$ cat src/hdl/tmra_regs.svh
// Purpose: register offsets, field positions, reset values and timing figures of the temperature monitor
// Assumes: 32-bit register port, byte offsets on word boundaries
// Notes: definitions only
`ifndef TMRA_REGS_SVH
`define TMRA_REGS_SVH
// register byte offsets
`define TMRA_A_CFG 8'h00
`define TMRA_A_IDEAL 8'h04
`define TMRA_A_GAIN 8'h08
`define TMRA_A_TLIM 8'h0c
`define TMRA_A_ALIM 8'h10
`define TMRA_A_STAT 8'h14
`define TMRA_A_MASK 8'h18
`define TMRA_A_TLOC 8'h1c
`define TMRA_A_TR1 8'h20
`define TMRA_A_TR2 8'h24
`define TMRA_A_MON 8'h28
// sensor configuration fields
`define TMRA_CFG_LT 0
`define TMRA_CFG_R1 1
`define TMRA_CFG_R2 2
`define TMRA_CFG_RC 3
`define TMRA_CFG_RST 4'hf
// gain register: range gain bits [3:0], differential pair bits [5:4]
`define TMRA_GAIN_DIFF_LSB 4
`define TMRA_GAIN_RST 6'h00
// limit registers: high limit [27:16], low limit [11:0]
`define TMRA_LIM_HI_LSB 16
`define TMRA_TLIM_HI_RST 12'h7ff
`define TMRA_TLIM_LO_RST 12'h800
`define TMRA_ALIM_HI_RST 12'hfff
`define TMRA_ALIM_LO_RST 12'h000
// ideality correction: effective ideality = 1.008 * 300 / (300 - n)
`define TMRA_IDEAL_RST 8'h00
`define TMRA_IDEAL_BASE 10'h12c
// alarm sources: [3:0] analog channels 0..3, [6:4] local, remote one, remote two
`define TMRA_NSRC 7
`define TMRA_NTEMP 3
`define TMRA_TEMP_LSB 4
`define TMRA_FILT_CNT 4
// slot times in ms and clock in kHz
`define TMRA_T_LOCAL_MS 15
`define TMRA_T_REMOTE_MS 44
`define TMRA_T_REMOTE_RC_MS 93
`define TMRA_CLK_KHZ 100000
`define TMRA_LAST_SENSOR 2'h2
`endif

$ cat src/hdl/tmra_pkg.sv
// Purpose: types shared by the temperature monitor design
// Assumes: nothing beyond SystemVerilog packages
// Notes: constants live in tmra_regs.svh
`default_nettype none
package tmra_pkg;
  // monitor sequencer states
  typedef enum logic [1:0] {ST_PICK, ST_START, ST_WAIT} tmra_state_t;
endpackage : tmra_pkg
`default_nettype wire

$ cat src/hdl/tmra_top.sv
// Purpose: background temperature monitor sequencer, result registers and range alarm logic
// Assumes: secondary converter, primary ADC and serial shift logic all run on MCLK_I
// Notes: register port has read data one cycle after the read strobe
//
// Behaviour
// - out-of-range input sets its own status flag
// - alarm pin low while any input out
// - consecutive-sample filter blocks transient alarms
// - range gain bit selects one or two spans
// - differential pairs use bipolar range
// - disabled sensors are skipped, never converted
// - monitor cycle restarts itself forever
// - secondary converter runs beside primary ADC
// - each sensor has own result register
// - results are 12-bit two's complement
// - ideality correction signed, divisor 300 minus value
// - ideality correction resets to zero
// - resistance cancellation only while bit set
// - result update waits for host transfer
// - cycle length follows enables and cancellation
`include "tmra_regs.svh"
`default_nettype none
module tmra_top #(
  parameter int T_LOCAL_CYC = `TMRA_T_LOCAL_MS * `TMRA_CLK_KHZ,        // local sensor slot
  parameter int T_REMOTE_CYC = `TMRA_T_REMOTE_MS * `TMRA_CLK_KHZ,      // remote slot, no cancel
  parameter int T_REMOTE_RC_CYC = `TMRA_T_REMOTE_RC_MS * `TMRA_CLK_KHZ, // remote slot, cancel on
  parameter int FILT_N = `TMRA_FILT_CNT                                 // samples to confirm
) (
  input wire logic MCLK_I,
  input wire logic RST_B_I,
  input wire logic [7:0] ADDR_I,
  input wire logic [31:0] WDATA_I,
  input wire logic WR_I,
  input wire logic RD_I,
  output logic [31:0] RDATA_O,
  output logic IRQ_O,
  output logic ALARM_B_O,
  output logic TS_START_O,
  output logic [1:0] TS_SEL_O,
  output logic TS_RC_O,
  output logic [9:0] TS_IDEAL_DEN_O,
  input wire logic TS_DONE_I,
  input wire logic [11:0] TS_DATA_I,
  input wire logic ADC_VLD_I,
  input wire logic [3:0] ADC_CH_I,
  input wire logic [11:0] ADC_DATA_I,
  output logic [3:0] ADC_GAIN_O,
  output logic [3:0] ADC_BIPOLAR_O,
  input wire logic XFER_BUSY_I
);

  // range check, signed or unsigned compare against high and low limits
  function automatic logic out_of_range(input logic [11:0] d, input logic [11:0] hi,
                                        input logic [11:0] lo, input logic sgn);
    if (sgn) begin
      out_of_range = ($signed(d) > $signed(hi)) || ($signed(d) < $signed(lo));
    end else begin
      out_of_range = (d > hi) || (d < lo);
    end
  endfunction : out_of_range

  // software registers
  logic [3:0] cfg_q;            // sensor enables and cancel bit
  logic [7:0] ideal_q;          // signed ideality correction
  logic [5:0] gain_q;           // range gains and differential pairs
  logic [23:0] tlim_q;          // temperature limits {hi, lo}
  logic [23:0] alim_q;          // analog limits {hi, lo}
  logic [`TMRA_NSRC-1:0] stat_q; // sticky alarm flags
  logic [`TMRA_NSRC-1:0] mask_q; // interrupt mask
  logic [31:0] rdata_q;
  logic irq_q;
  logic alarm_b_q;
  // sequencer state
  tmra_pkg::tmra_state_t st_q;
  logic [1:0] cur_q;            // sensor in this slot
  logic [31:0] tmr_q;           // least slot time left
  logic done_q;                 // converter answered in this slot
  logic [15:0] cyc_cnt_q;       // completed monitor cycles
  logic ts_start_q;
  logic [1:0] ts_sel_q;
  logic ts_rc_q;
  logic [9:0] den_q;
  // results
  logic [11:0] tdat_q [`TMRA_NTEMP];
  logic [11:0] pend_dat_q [`TMRA_NTEMP];
  logic [`TMRA_NTEMP-1:0] pend_vld_q;
  // alarm filter
  logic [3:0] flt_cnt_q [`TMRA_NSRC];
  logic [`TMRA_NSRC-1:0] oor_act;   // confirmed out of range
  logic [`TMRA_NSRC-1:0] oor_raw;   // current sample out of range
  logic [`TMRA_NSRC-1:0] smp_vld;   // new sample for that source

  // write decode
  wire wr_cfg = WR_I && (ADDR_I == `TMRA_A_CFG);
  wire wr_ideal = WR_I && (ADDR_I == `TMRA_A_IDEAL);
  wire wr_gain = WR_I && (ADDR_I == `TMRA_A_GAIN);
  wire wr_tlim = WR_I && (ADDR_I == `TMRA_A_TLIM);
  wire wr_alim = WR_I && (ADDR_I == `TMRA_A_ALIM);
  wire wr_stat = WR_I && (ADDR_I == `TMRA_A_STAT);
  wire wr_mask = WR_I && (ADDR_I == `TMRA_A_MASK);
  // sequencer helpers
  wire en_cur = cfg_q[cur_q];
  wire is_remote = (cur_q != 2'h0);
  wire [1:0] cur_nxt = (cur_q == `TMRA_LAST_SENSOR) ? 2'h0 : cur_q + 2'h1;
  wire cyc_end = (cur_q == `TMRA_LAST_SENSOR);
  wire wait_done = (done_q || TS_DONE_I) && (tmr_q == 32'h0);
  wire ts_done_ok = TS_DONE_I && (st_q == tmra_pkg::ST_WAIT) && !done_q;
  // slot length per sensor and cancel setting
  wire [31:0] slot_len = !is_remote ? 32'(T_LOCAL_CYC) :
                         cfg_q[`TMRA_CFG_RC] ? 32'(T_REMOTE_RC_CYC) : 32'(T_REMOTE_CYC);
  wire [`TMRA_NSRC-1:0] stat_d = (stat_q & ~(wr_stat ? WDATA_I[`TMRA_NSRC-1:0] : '0)) | oor_act;
  wire [9:0] den_d = 10'(`TMRA_IDEAL_BASE - {{2{ideal_q[7]}}, ideal_q});

  // read mux
  logic [31:0] rd_mux;
  always_comb begin
    if (ADDR_I == `TMRA_A_CFG) begin
      rd_mux = {28'h0, cfg_q};
    end else if (ADDR_I == `TMRA_A_IDEAL) begin
      rd_mux = {24'h0, ideal_q};
    end else if (ADDR_I == `TMRA_A_GAIN) begin
      rd_mux = {26'h0, gain_q};
    end else if (ADDR_I == `TMRA_A_TLIM) begin
      rd_mux = {4'h0, tlim_q[23:12], 4'h0, tlim_q[11:0]};
    end else if (ADDR_I == `TMRA_A_ALIM) begin
      rd_mux = {4'h0, alim_q[23:12], 4'h0, alim_q[11:0]};
    end else if (ADDR_I == `TMRA_A_STAT) begin
      rd_mux = {25'h0, stat_q};
    end else if (ADDR_I == `TMRA_A_MASK) begin
      rd_mux = {25'h0, mask_q};
    end else if (ADDR_I == `TMRA_A_TLOC) begin
      rd_mux = {20'h0, tdat_q[0]};
    end else if (ADDR_I == `TMRA_A_TR1) begin
      rd_mux = {20'h0, tdat_q[1]};
    end else if (ADDR_I == `TMRA_A_TR2) begin
      rd_mux = {20'h0, tdat_q[2]};
    end else if (ADDR_I == `TMRA_A_MON) begin
      rd_mux = {cyc_cnt_q, 9'h0, pend_vld_q, cur_q, st_q};
    end else begin
      rd_mux = 32'h0; // unmapped reads return zero
    end
  end

  // register file, status and pins
  always_ff @(posedge MCLK_I) begin
    if (!RST_B_I) begin
      cfg_q <= `TMRA_CFG_RST;
      ideal_q <= `TMRA_IDEAL_RST;
      gain_q <= `TMRA_GAIN_RST;
      tlim_q <= {`TMRA_TLIM_HI_RST, `TMRA_TLIM_LO_RST};
      alim_q <= {`TMRA_ALIM_HI_RST, `TMRA_ALIM_LO_RST};
      stat_q <= '0;
      mask_q <= '0;
      rdata_q <= 32'h0;
      irq_q <= 1'b0;
      alarm_b_q <= 1'b1;
      den_q <= `TMRA_IDEAL_BASE;
    end else begin
      if (wr_cfg) cfg_q <= WDATA_I[3:0];
      if (wr_ideal) ideal_q <= WDATA_I[7:0];
      if (wr_gain) gain_q <= WDATA_I[5:0];
      if (wr_tlim) tlim_q <= {WDATA_I[`TMRA_LIM_HI_LSB +: 12], WDATA_I[11:0]};
      if (wr_alim) alim_q <= {WDATA_I[`TMRA_LIM_HI_LSB +: 12], WDATA_I[11:0]};
      if (wr_mask) mask_q <= WDATA_I[`TMRA_NSRC-1:0];
      stat_q <= stat_d;                               // set wins over clear
      rdata_q <= RD_I ? rd_mux : 32'h0;
      irq_q <= |(stat_q & mask_q);
      alarm_b_q <= !((|stat_q) || (|oor_act));
      den_q <= den_d;
    end
  end

  // gain and pair mode towards the primary converter
  logic [3:0] gain_out_q;
  logic [3:0] bip_out_q;
  always_ff @(posedge MCLK_I) begin
    if (!RST_B_I) begin
      gain_out_q <= 4'h0;
      bip_out_q <= 4'h0;
    end else begin
      gain_out_q <= gain_q[3:0];
      bip_out_q <= {{2{gain_q[`TMRA_GAIN_DIFF_LSB+1]}}, {2{gain_q[`TMRA_GAIN_DIFF_LSB]}}};
    end
  end

  // monitor sequencer, independent of the primary ADC path
  always_ff @(posedge MCLK_I) begin
    if (!RST_B_I) begin
      st_q <= tmra_pkg::ST_PICK;
      cur_q <= 2'h0;
      tmr_q <= 32'h0;
      done_q <= 1'b0;
      cyc_cnt_q <= 16'h0;
      ts_start_q <= 1'b0;
      ts_sel_q <= 2'h0;
      ts_rc_q <= 1'b0;
    end else begin
      ts_start_q <= 1'b0;
      case (st_q)
        tmra_pkg::ST_PICK: begin
          if (en_cur) begin
            st_q <= tmra_pkg::ST_START;
            ts_start_q <= 1'b1;
            ts_sel_q <= cur_q;
            ts_rc_q <= is_remote && cfg_q[`TMRA_CFG_RC];
          end else begin
            cur_q <= cur_nxt;                               // skip disabled sensor
            if (cyc_end) cyc_cnt_q <= cyc_cnt_q + 16'h1;
          end
        end
        tmra_pkg::ST_START: begin
          tmr_q <= slot_len;
          done_q <= 1'b0;
          st_q <= tmra_pkg::ST_WAIT;
        end
        tmra_pkg::ST_WAIT: begin
          if (tmr_q != 32'h0) tmr_q <= tmr_q - 32'h1;
          if (TS_DONE_I) done_q <= 1'b1;
          if (wait_done) begin
            st_q <= tmra_pkg::ST_PICK;
            cur_q <= cur_nxt;
            if (cyc_end) cyc_cnt_q <= cyc_cnt_q + 16'h1;    // new cycle, no host action
          end
        end
        default: st_q <= tmra_pkg::ST_PICK;
      endcase
    end
  end

  // per-sensor result registers with hold while the host transfers
  for (genvar s = 0; s < `TMRA_NTEMP; s++) begin : g_res
    always_ff @(posedge MCLK_I) begin
      if (!RST_B_I) begin
        tdat_q[s] <= 12'h000;
        pend_dat_q[s] <= 12'h000;
        pend_vld_q[s] <= 1'b0;
      end else begin
        if (pend_vld_q[s] && !XFER_BUSY_I) begin
          tdat_q[s] <= pend_dat_q[s];   // 12-bit two's complement, 0.125 degree lsb
          pend_vld_q[s] <= 1'b0;
        end
        if (ts_done_ok && (cur_q == 2'(s))) begin
          pend_dat_q[s] <= TS_DATA_I;
          pend_vld_q[s] <= 1'b1;        // new result wins over the transfer
        end
      end
    end
  end

  // sample strobes and raw range checks for analog channels and sensors
  for (genvar i = 0; i < `TMRA_NSRC; i++) begin : g_src
    if (i < `TMRA_TEMP_LSB) begin : g_ana
      assign smp_vld[i] = ADC_VLD_I && (ADC_CH_I == 4'(i));
      assign oor_raw[i] = out_of_range(ADC_DATA_I, alim_q[23:12], alim_q[11:0],
                                       gain_q[`TMRA_GAIN_DIFF_LSB + i/2]);
    end else begin : g_tmp
      assign smp_vld[i] = ts_done_ok && (cur_q == 2'(i - `TMRA_TEMP_LSB));
      assign oor_raw[i] = out_of_range(TS_DATA_I, tlim_q[23:12], tlim_q[11:0], 1'b1);
    end
    // consecutive out-of-range samples needed before an alarm
    always_ff @(posedge MCLK_I) begin
      if (!RST_B_I) begin
        flt_cnt_q[i] <= 4'h0;
      end else if (smp_vld[i]) begin
        if (!oor_raw[i]) flt_cnt_q[i] <= 4'h0;
        else if (flt_cnt_q[i] != 4'(FILT_N)) flt_cnt_q[i] <= flt_cnt_q[i] + 4'h1;
      end
    end
    assign oor_act[i] = (flt_cnt_q[i] == 4'(FILT_N));
  end

  assign RDATA_O = rdata_q;
  assign IRQ_O = irq_q;
  assign ALARM_B_O = alarm_b_q;
  assign TS_START_O = ts_start_q;
  assign TS_SEL_O = ts_sel_q;
  assign TS_RC_O = ts_rc_q;
  assign TS_IDEAL_DEN_O = den_q;
  assign ADC_GAIN_O = gain_out_q;
  assign ADC_BIPOLAR_O = bip_out_q;
endmodule : tmra_top
`default_nettype wire

$ cat config.mk
export PLATFORM = sky130hd
export DESIGN_NAME = tmra_top
export DESIGN_NICKNAME = d
export VERILOG_FILES = /design/src/hdl/tmra_pkg.sv /design/src/hdl/tmra_top.sv
export VERILOG_INCLUDE_DIRS = /design/src /design/src/hdl
export SDC_FILE = /design/constraint.sdc
export NUM_CORES = 1
export LEC_CHECK = 0
export ABC_AREA = 1
export BUFFER_PORTS_ARGS = -buffer_cell sky130_fd_sc_hd__buf_2
export CORE_AREA = 2 2 156 173
export CTS_BUF_LIST = sky130_fd_sc_hd__clkbuf_4 sky130_fd_sc_hd__clkbuf_8
export DETAILED_ROUTE_END_ITERATION = 6
export DIE_AREA = 0 0 158 175
export GPL_TIMING_DRIVEN = 1
export PLACE_DENSITY_LB_ADDON = 0.08
export REMOVE_ABC_BUFFERS = 1
export SLEW_MARGIN = 10
export SYNTH_ARGS = -nofsm -noshare
export SYNTH_HDL_FRONTEND = slang
export SYNTH_SLANG_ARGS = --single-unit
$ cat constraint.sdc
create_clock -name MCLK_I -period 3.36 [get_ports MCLK_I]
set_clock_uncertainty 0.05 [all_clocks]
set_input_delay 0.672 -clock MCLK_I [delete_from_list [all_inputs] [get_ports MCLK_I]]
set_output_delay 0.672 -clock MCLK_I [all_outputs]
set_load 0.01 [all_outputs]
Yosys cells after proc, flatten, opt, wreduce, memory -nomap -nowiden
Memories as Yosys holds them, arrays and structs flattened.
Index checks and enable logic that the tools add are counted.

storage, ports and cells
  register bits after elaboration = 191
  bits in writable memories = 100
  bits of input ports = 75
  output and inout bits = 56
  word-level logic and storage cells = 305
  memories kept = 3

memories
  name        words  width  read ports  clocked after memory_dff  write ports  RTL line        RTL
  pend_dat_q  3      12     3           0                         3            tmra_top.sv:85  logic [11:0] pend_dat_q [`TMRA_NTEMP];
  tdat_q      3      12     3           0                         3            tmra_top.sv:84  logic [11:0] tdat_q [`TMRA_NTEMP];
  flt_cnt_q   7      4      7           0                         7            tmra_top.sv:88  logic [3:0] flt_cnt_q [`TMRA_NSRC];

operators by class
  $add $sub $neg = 11
  order comparisons = 7
  equal/unequal tests = 36
  multiplexer cells = 138
  bitwise gates (word level) = 27
  reduce and logical (&&, ||, !) cells = 55

operators by type and width
  cell                                                number
  two-way mux 28 bit                                  8
  two-way mux 1 bit                                   89
  two-way mux 12 bit                                  6
  one-hot mux 32 bit (2 select lines)                 1
  two-way mux 4 bit                                   15
  two-way mux 16 bit                                  3
  two-way mux 24 bit                                  2
  > comparator 12 bit                                 3
  < comparator 12 bit                                 3
  == test 8 x 5 -> 1 bit, second input constant       4
  logical NOT 32 bit                                  1
  two-way mux 32 bit                                  1
  one-hot mux 16 bit (2 select lines)                 1
  nonzero test 32 bit                                 1
  subtractor 32 x 1 -> 32 bit, second input constant  1
  adder 4 x 1 -> 4 bit, second input constant         7
  == test 4 x 3 -> 1 bit, second input constant       7
  != test 4 x 3 -> 1 bit, second input constant       7
  == test 8 x 6 -> 1 bit, second input constant       3
  logical AND 1 bit                                   21
  OR reduction 7 bit                                  3
  bitwise OR 1 bit                                    20
  adder 16 x 1 -> 16 bit, second input constant       1
  == test 8 x 4 -> 1 bit, second input constant       2
  other kinds (33)                                    64

Depth between registers and ports, before layout
  depth in word-level cells = 12
  gate-level depth with buffers = 15
  depth with buffers taken out = 15

Worst setup path before layout
OpenSTA, ideal clock, no wires.

  path type = input port to flip-flop
  start point = in RST_B_I
  end point = mem tdat_q[0][0] (enable)
  setup time = 416 ps
  arrival time = 1928 ps
  data required time = 2894 ps
  slack = 966 ps
  stages = 4
  path buffers = 3
  path through = clkbuf_1 -> clkbuf_1 -> clkbuf_1 -> o21ai_0

RTL lines
  what                RTL line        RTL
  start: declaration  tmra_top.sv:30  input wire logic RST_B_I,
  end: declaration    tmra_top.sv:84

==> results.txt <==
crit path launch type: register
RSZ-0062 raised after global routing: false
die width: 158 um
post-synthesis compound-gate area fraction: 12.7%
HP Class: input pin to register
crit-path cells: inv_1 -> nor2_4 -> inv_1 -> nor2_1 -> inv_1 -> nor3_1 -> nor2_1 -> inv_1
clk slew on worst S/H paths: 60 ps
routability cong.: 0.923
most frequent cells in the layout: 312 x nand2_1, 273 x inv_1, 247 x nor2_1
share of cells above drive strength 1: 12.5%
Max VDD drop: 0.361 mV
Synth Area in Adders: 5.59%
clock share of power: 33.9%
slew margin rel.: 45.2%
1st-pass router iterations: 6
commonest non-fill, non-tap cell in the layout: nand2_1
P_sw: 0.00294 W
worst path arrival time: 2670 ps
Mapped Cells: 1,783
row count: 62
f_max: 394 MHz
Setup Fix Bufs, Post-CTS: 0
Vias/cell: 5.24
All-Layer GR Usage: 27.4%
Die Span Y: 175 um
cell mode on critical path: inv_1
Max Fanout on Critical Path: 12
slowest stage delay, CP: 510 ps
Worst setup EP type: register
CTS Sinks: 285
endpoints failing setup: 0
register area: 0.00671 mm2
DRC viols: 0
DR vias: 12,100
P per Cell Area: 571 mW/mm2
hold buffer count at cts: 0
Seq/Total Area, Yosys: 47.6%
final worst path period share: 75.6%
mux contribution to synthesized area: 0%
Main synth FF type: dfxtp_1
Fin. Hold Viols: 0
Synth Register Bits: 285
largest family of logic cells by synthesized area: simple AND/OR/NAND/NOR gates
first-pass GRT wire length: 59,100 um
leak pwr: 7.21 nW
Hold Crit Depth: 3
Filler cells: 2,470
worst slew pin tran: 821 ps
Async SR Flop Fraction: 0%
post-synthesis simple-gate area fraction: 21.7%
Max stage delay cell, worst path: nor3_1
worst setup path class: register to register
vias in the first global route: 11,200
hpwl dp: 27,700 um
Final nets: 2,051
largest net degree at the start of global routing: 67
minimum clock period: 2540 ps
sw frac: 32.2%
XOR/XNOR share of the synthesized area: 2.67%
Bufs on Longest Clock Path: 3
Core Util, Final: 61.6%
Avg WL per Cell: 16.2 um
gr ovfl total: 0
post-route ant nets: 0
cell-internal power: 0.00617 W
Core ar.: 0.0259 mm2
H-tree depth: 2
synth unique cells: 46
post-CTS sizing: 0
number of buffers created by CTS: 47
Ports: 131
initial core utilization: 54.4%
# port buffers: 117
Gate power share: 22.2%
outcome: completed
Post-Syn Area: 0.0141 mm2
n_diodes: 0
Max Slew Vio Count: 0
Detailed Route Iter0 Violations: 1,157
Yosys warning count: 0
CP required: 3490 ps
WL final: 37,400 um
synthesized area per cell: 7.91 um2
setup TNS: 0 ps
clock root cell: clkbuf_8
EDFF count, synth: 100
Sequential Power Share: 43.9%
number of antenna violations at the first check in global routing: 0
FF-to-FF path depth: 8
insertion delay to the later sink of the worst-skew pair: 560 ps
DIE AREA: 0.0277 mm2
Multi-input gate area: 0.00604 mm2
P&R area growth vs syn: 13.2%
CTS tree: yes
Max Cap Viol: 0
-- layout make-up --
type	count	share of cell area (%)
well taps	352	2.76
multi-input cells	1159	37.8
clock inverters	15	0.556
inverters	280	6.58
flip-flops and latches	285	42.0
clock buffers	70	5.45
repair buffers	140	4.84
-- power by group through the flow --
stage | Combinational (W) | Clock (W) | Sequential, W
after global routing | 0.00229 | 0.00332 | 0.00403
after floorplan | 0.00139 | 0 | 0.00403
final | 0.00202 | 0.00309 | 0.00400
after detailed placement | 0.00200 | 0 | 0.00407
after global placement | 0.00198 | 0 | 0.00406
after CTS | 0.00201 | 0.00315 | 0.00400
-- synth_stat cells (8+ instances only) --
| cell type | instances | area (um2) |
|---|---|---|
| ha_1 | 63 | 788 |
| edfxtp_1 | 100 | 3000 |
| buf_4 | 13 | 97.6 |
| nand2_1 | 312 | 1170 |
| nand4_1 | 22 | 138 |
| nor2_1 | 247 | 927 |
| dfxtp_1 | 185 | 3700 |
| a21oi_1 | 146 | 731 |
| nor4_1 | 8 | 50.1 |
| nor3_1 | 16 | 80.1 |
| xnor2_1 | 17 | 149 |
| xor2_1 | 26 | 228 |
| inv_1 | 273 | 1020 |
| nand3_1 | 91 | 455 |
| buf_2 | 14 | 70.1 |
| clkbuf_1 | 30 | 113 |
| o21ai_0 | 113 | 566 |
| a221oi_1 | 13 | 114 |
| o211ai_1 | 31 | 233 |
-- cells by family (layout without fill, tap and decap cells) --
logic type               count (synthesis)  after routing
AO/OA/AOI/OAI                          324            324
flip-flops                             285            285
AND/OR/NAND/NOR                        724            724
buffers and inverters                  343            505
other                                    1              5
XOR/XNOR                                43             43
adder cells (fa/ha/maj)                 63             63
-- per-stage QoR --
step | std cells | setup slack (ps) | total power, W | area (um2) | hold slack [ps]
after floorplan | 1724 | 146 | 0.00542 | 13800 | 367
after global placement | 2216 | 500 | 0.00604 | 15000 | 389
after detailed placement | 2216 | 454 | 0.00607 | 15000 | 391
after CTS | 2301 | 825 | 0.00916 | 16000 | 274
after global routing | 2301 | 668 | 0.00964 | 16000 | 296
final | 2301 | 820 | 0.00911 | 16000 | 301
-- registers in the layout, summed over array words and instances (netlist names), 2 cells and up --
register,cells
TS_IDEAL_DEN_O,9
stat_q,7
ideal_q,8
flt_cnt_q,28
pend_dat_q,36
cur_q,2
RDATA_O,28
pend_vld_q,3
ADC_BIPOLAR_O,2
cfg_q,4
TS_SEL_O,2
cyc_cnt_q,16
ADC_GAIN_O,4
tdat_q,36
tmr_q,32
alim_q,24
gain_q,6
tlim_q,24
st_q,2
mask_q,7
-- final timing paths --
| path | startpoint | to | slack (ps) |
|---|---|---|---|
| min | WDATA_I[21] | tlim_q[17]$_SDFFE_PN1P_ | 300 |
| max | st_q[1]$_SDFFE_PN0P_ | pend_dat_q[1][7]$_SDFFCE_PN0P_ | 820 |
| min reg2reg | gain_q[0]$_SDFFE_PN0P_ | ADC_GAIN_O[0]$_SDFF_PN0_ | 400 |
| max reg2reg | st_q[1]$_SDFFE_PN0P_ | pend_dat_q[1][7]$_SDFFCE_PN0P_ | 820 |
-- per-layer routing --
| layer | part of all wire (%) | vias up | global-route usage (%) | wire length (um) |
|---|---|---|---|---|
| li1 | - | 6063 | - | - |
| met1 | 43 | 5541 | 36.4 | 16100 |
| met2 | 47 | 378 | 44.9 | 17700 |
| met3 | 6.7 | 69 | 4.79 | 2490 |
| met4 | 3.0 | 0 | 9.53 | 1130 |
| met5 | 0 | - | 0 | 0 |
-- worst max-delay path, delay by kind of cell (launching register included) --
family / cells / cell delay [ps]
flip-flops: 1 / 430
buffers and inverters: 4 / 780
AND/OR/NAND/NOR: 4 / 910
No activity file was read; power rests on OpenSTA's default activity.
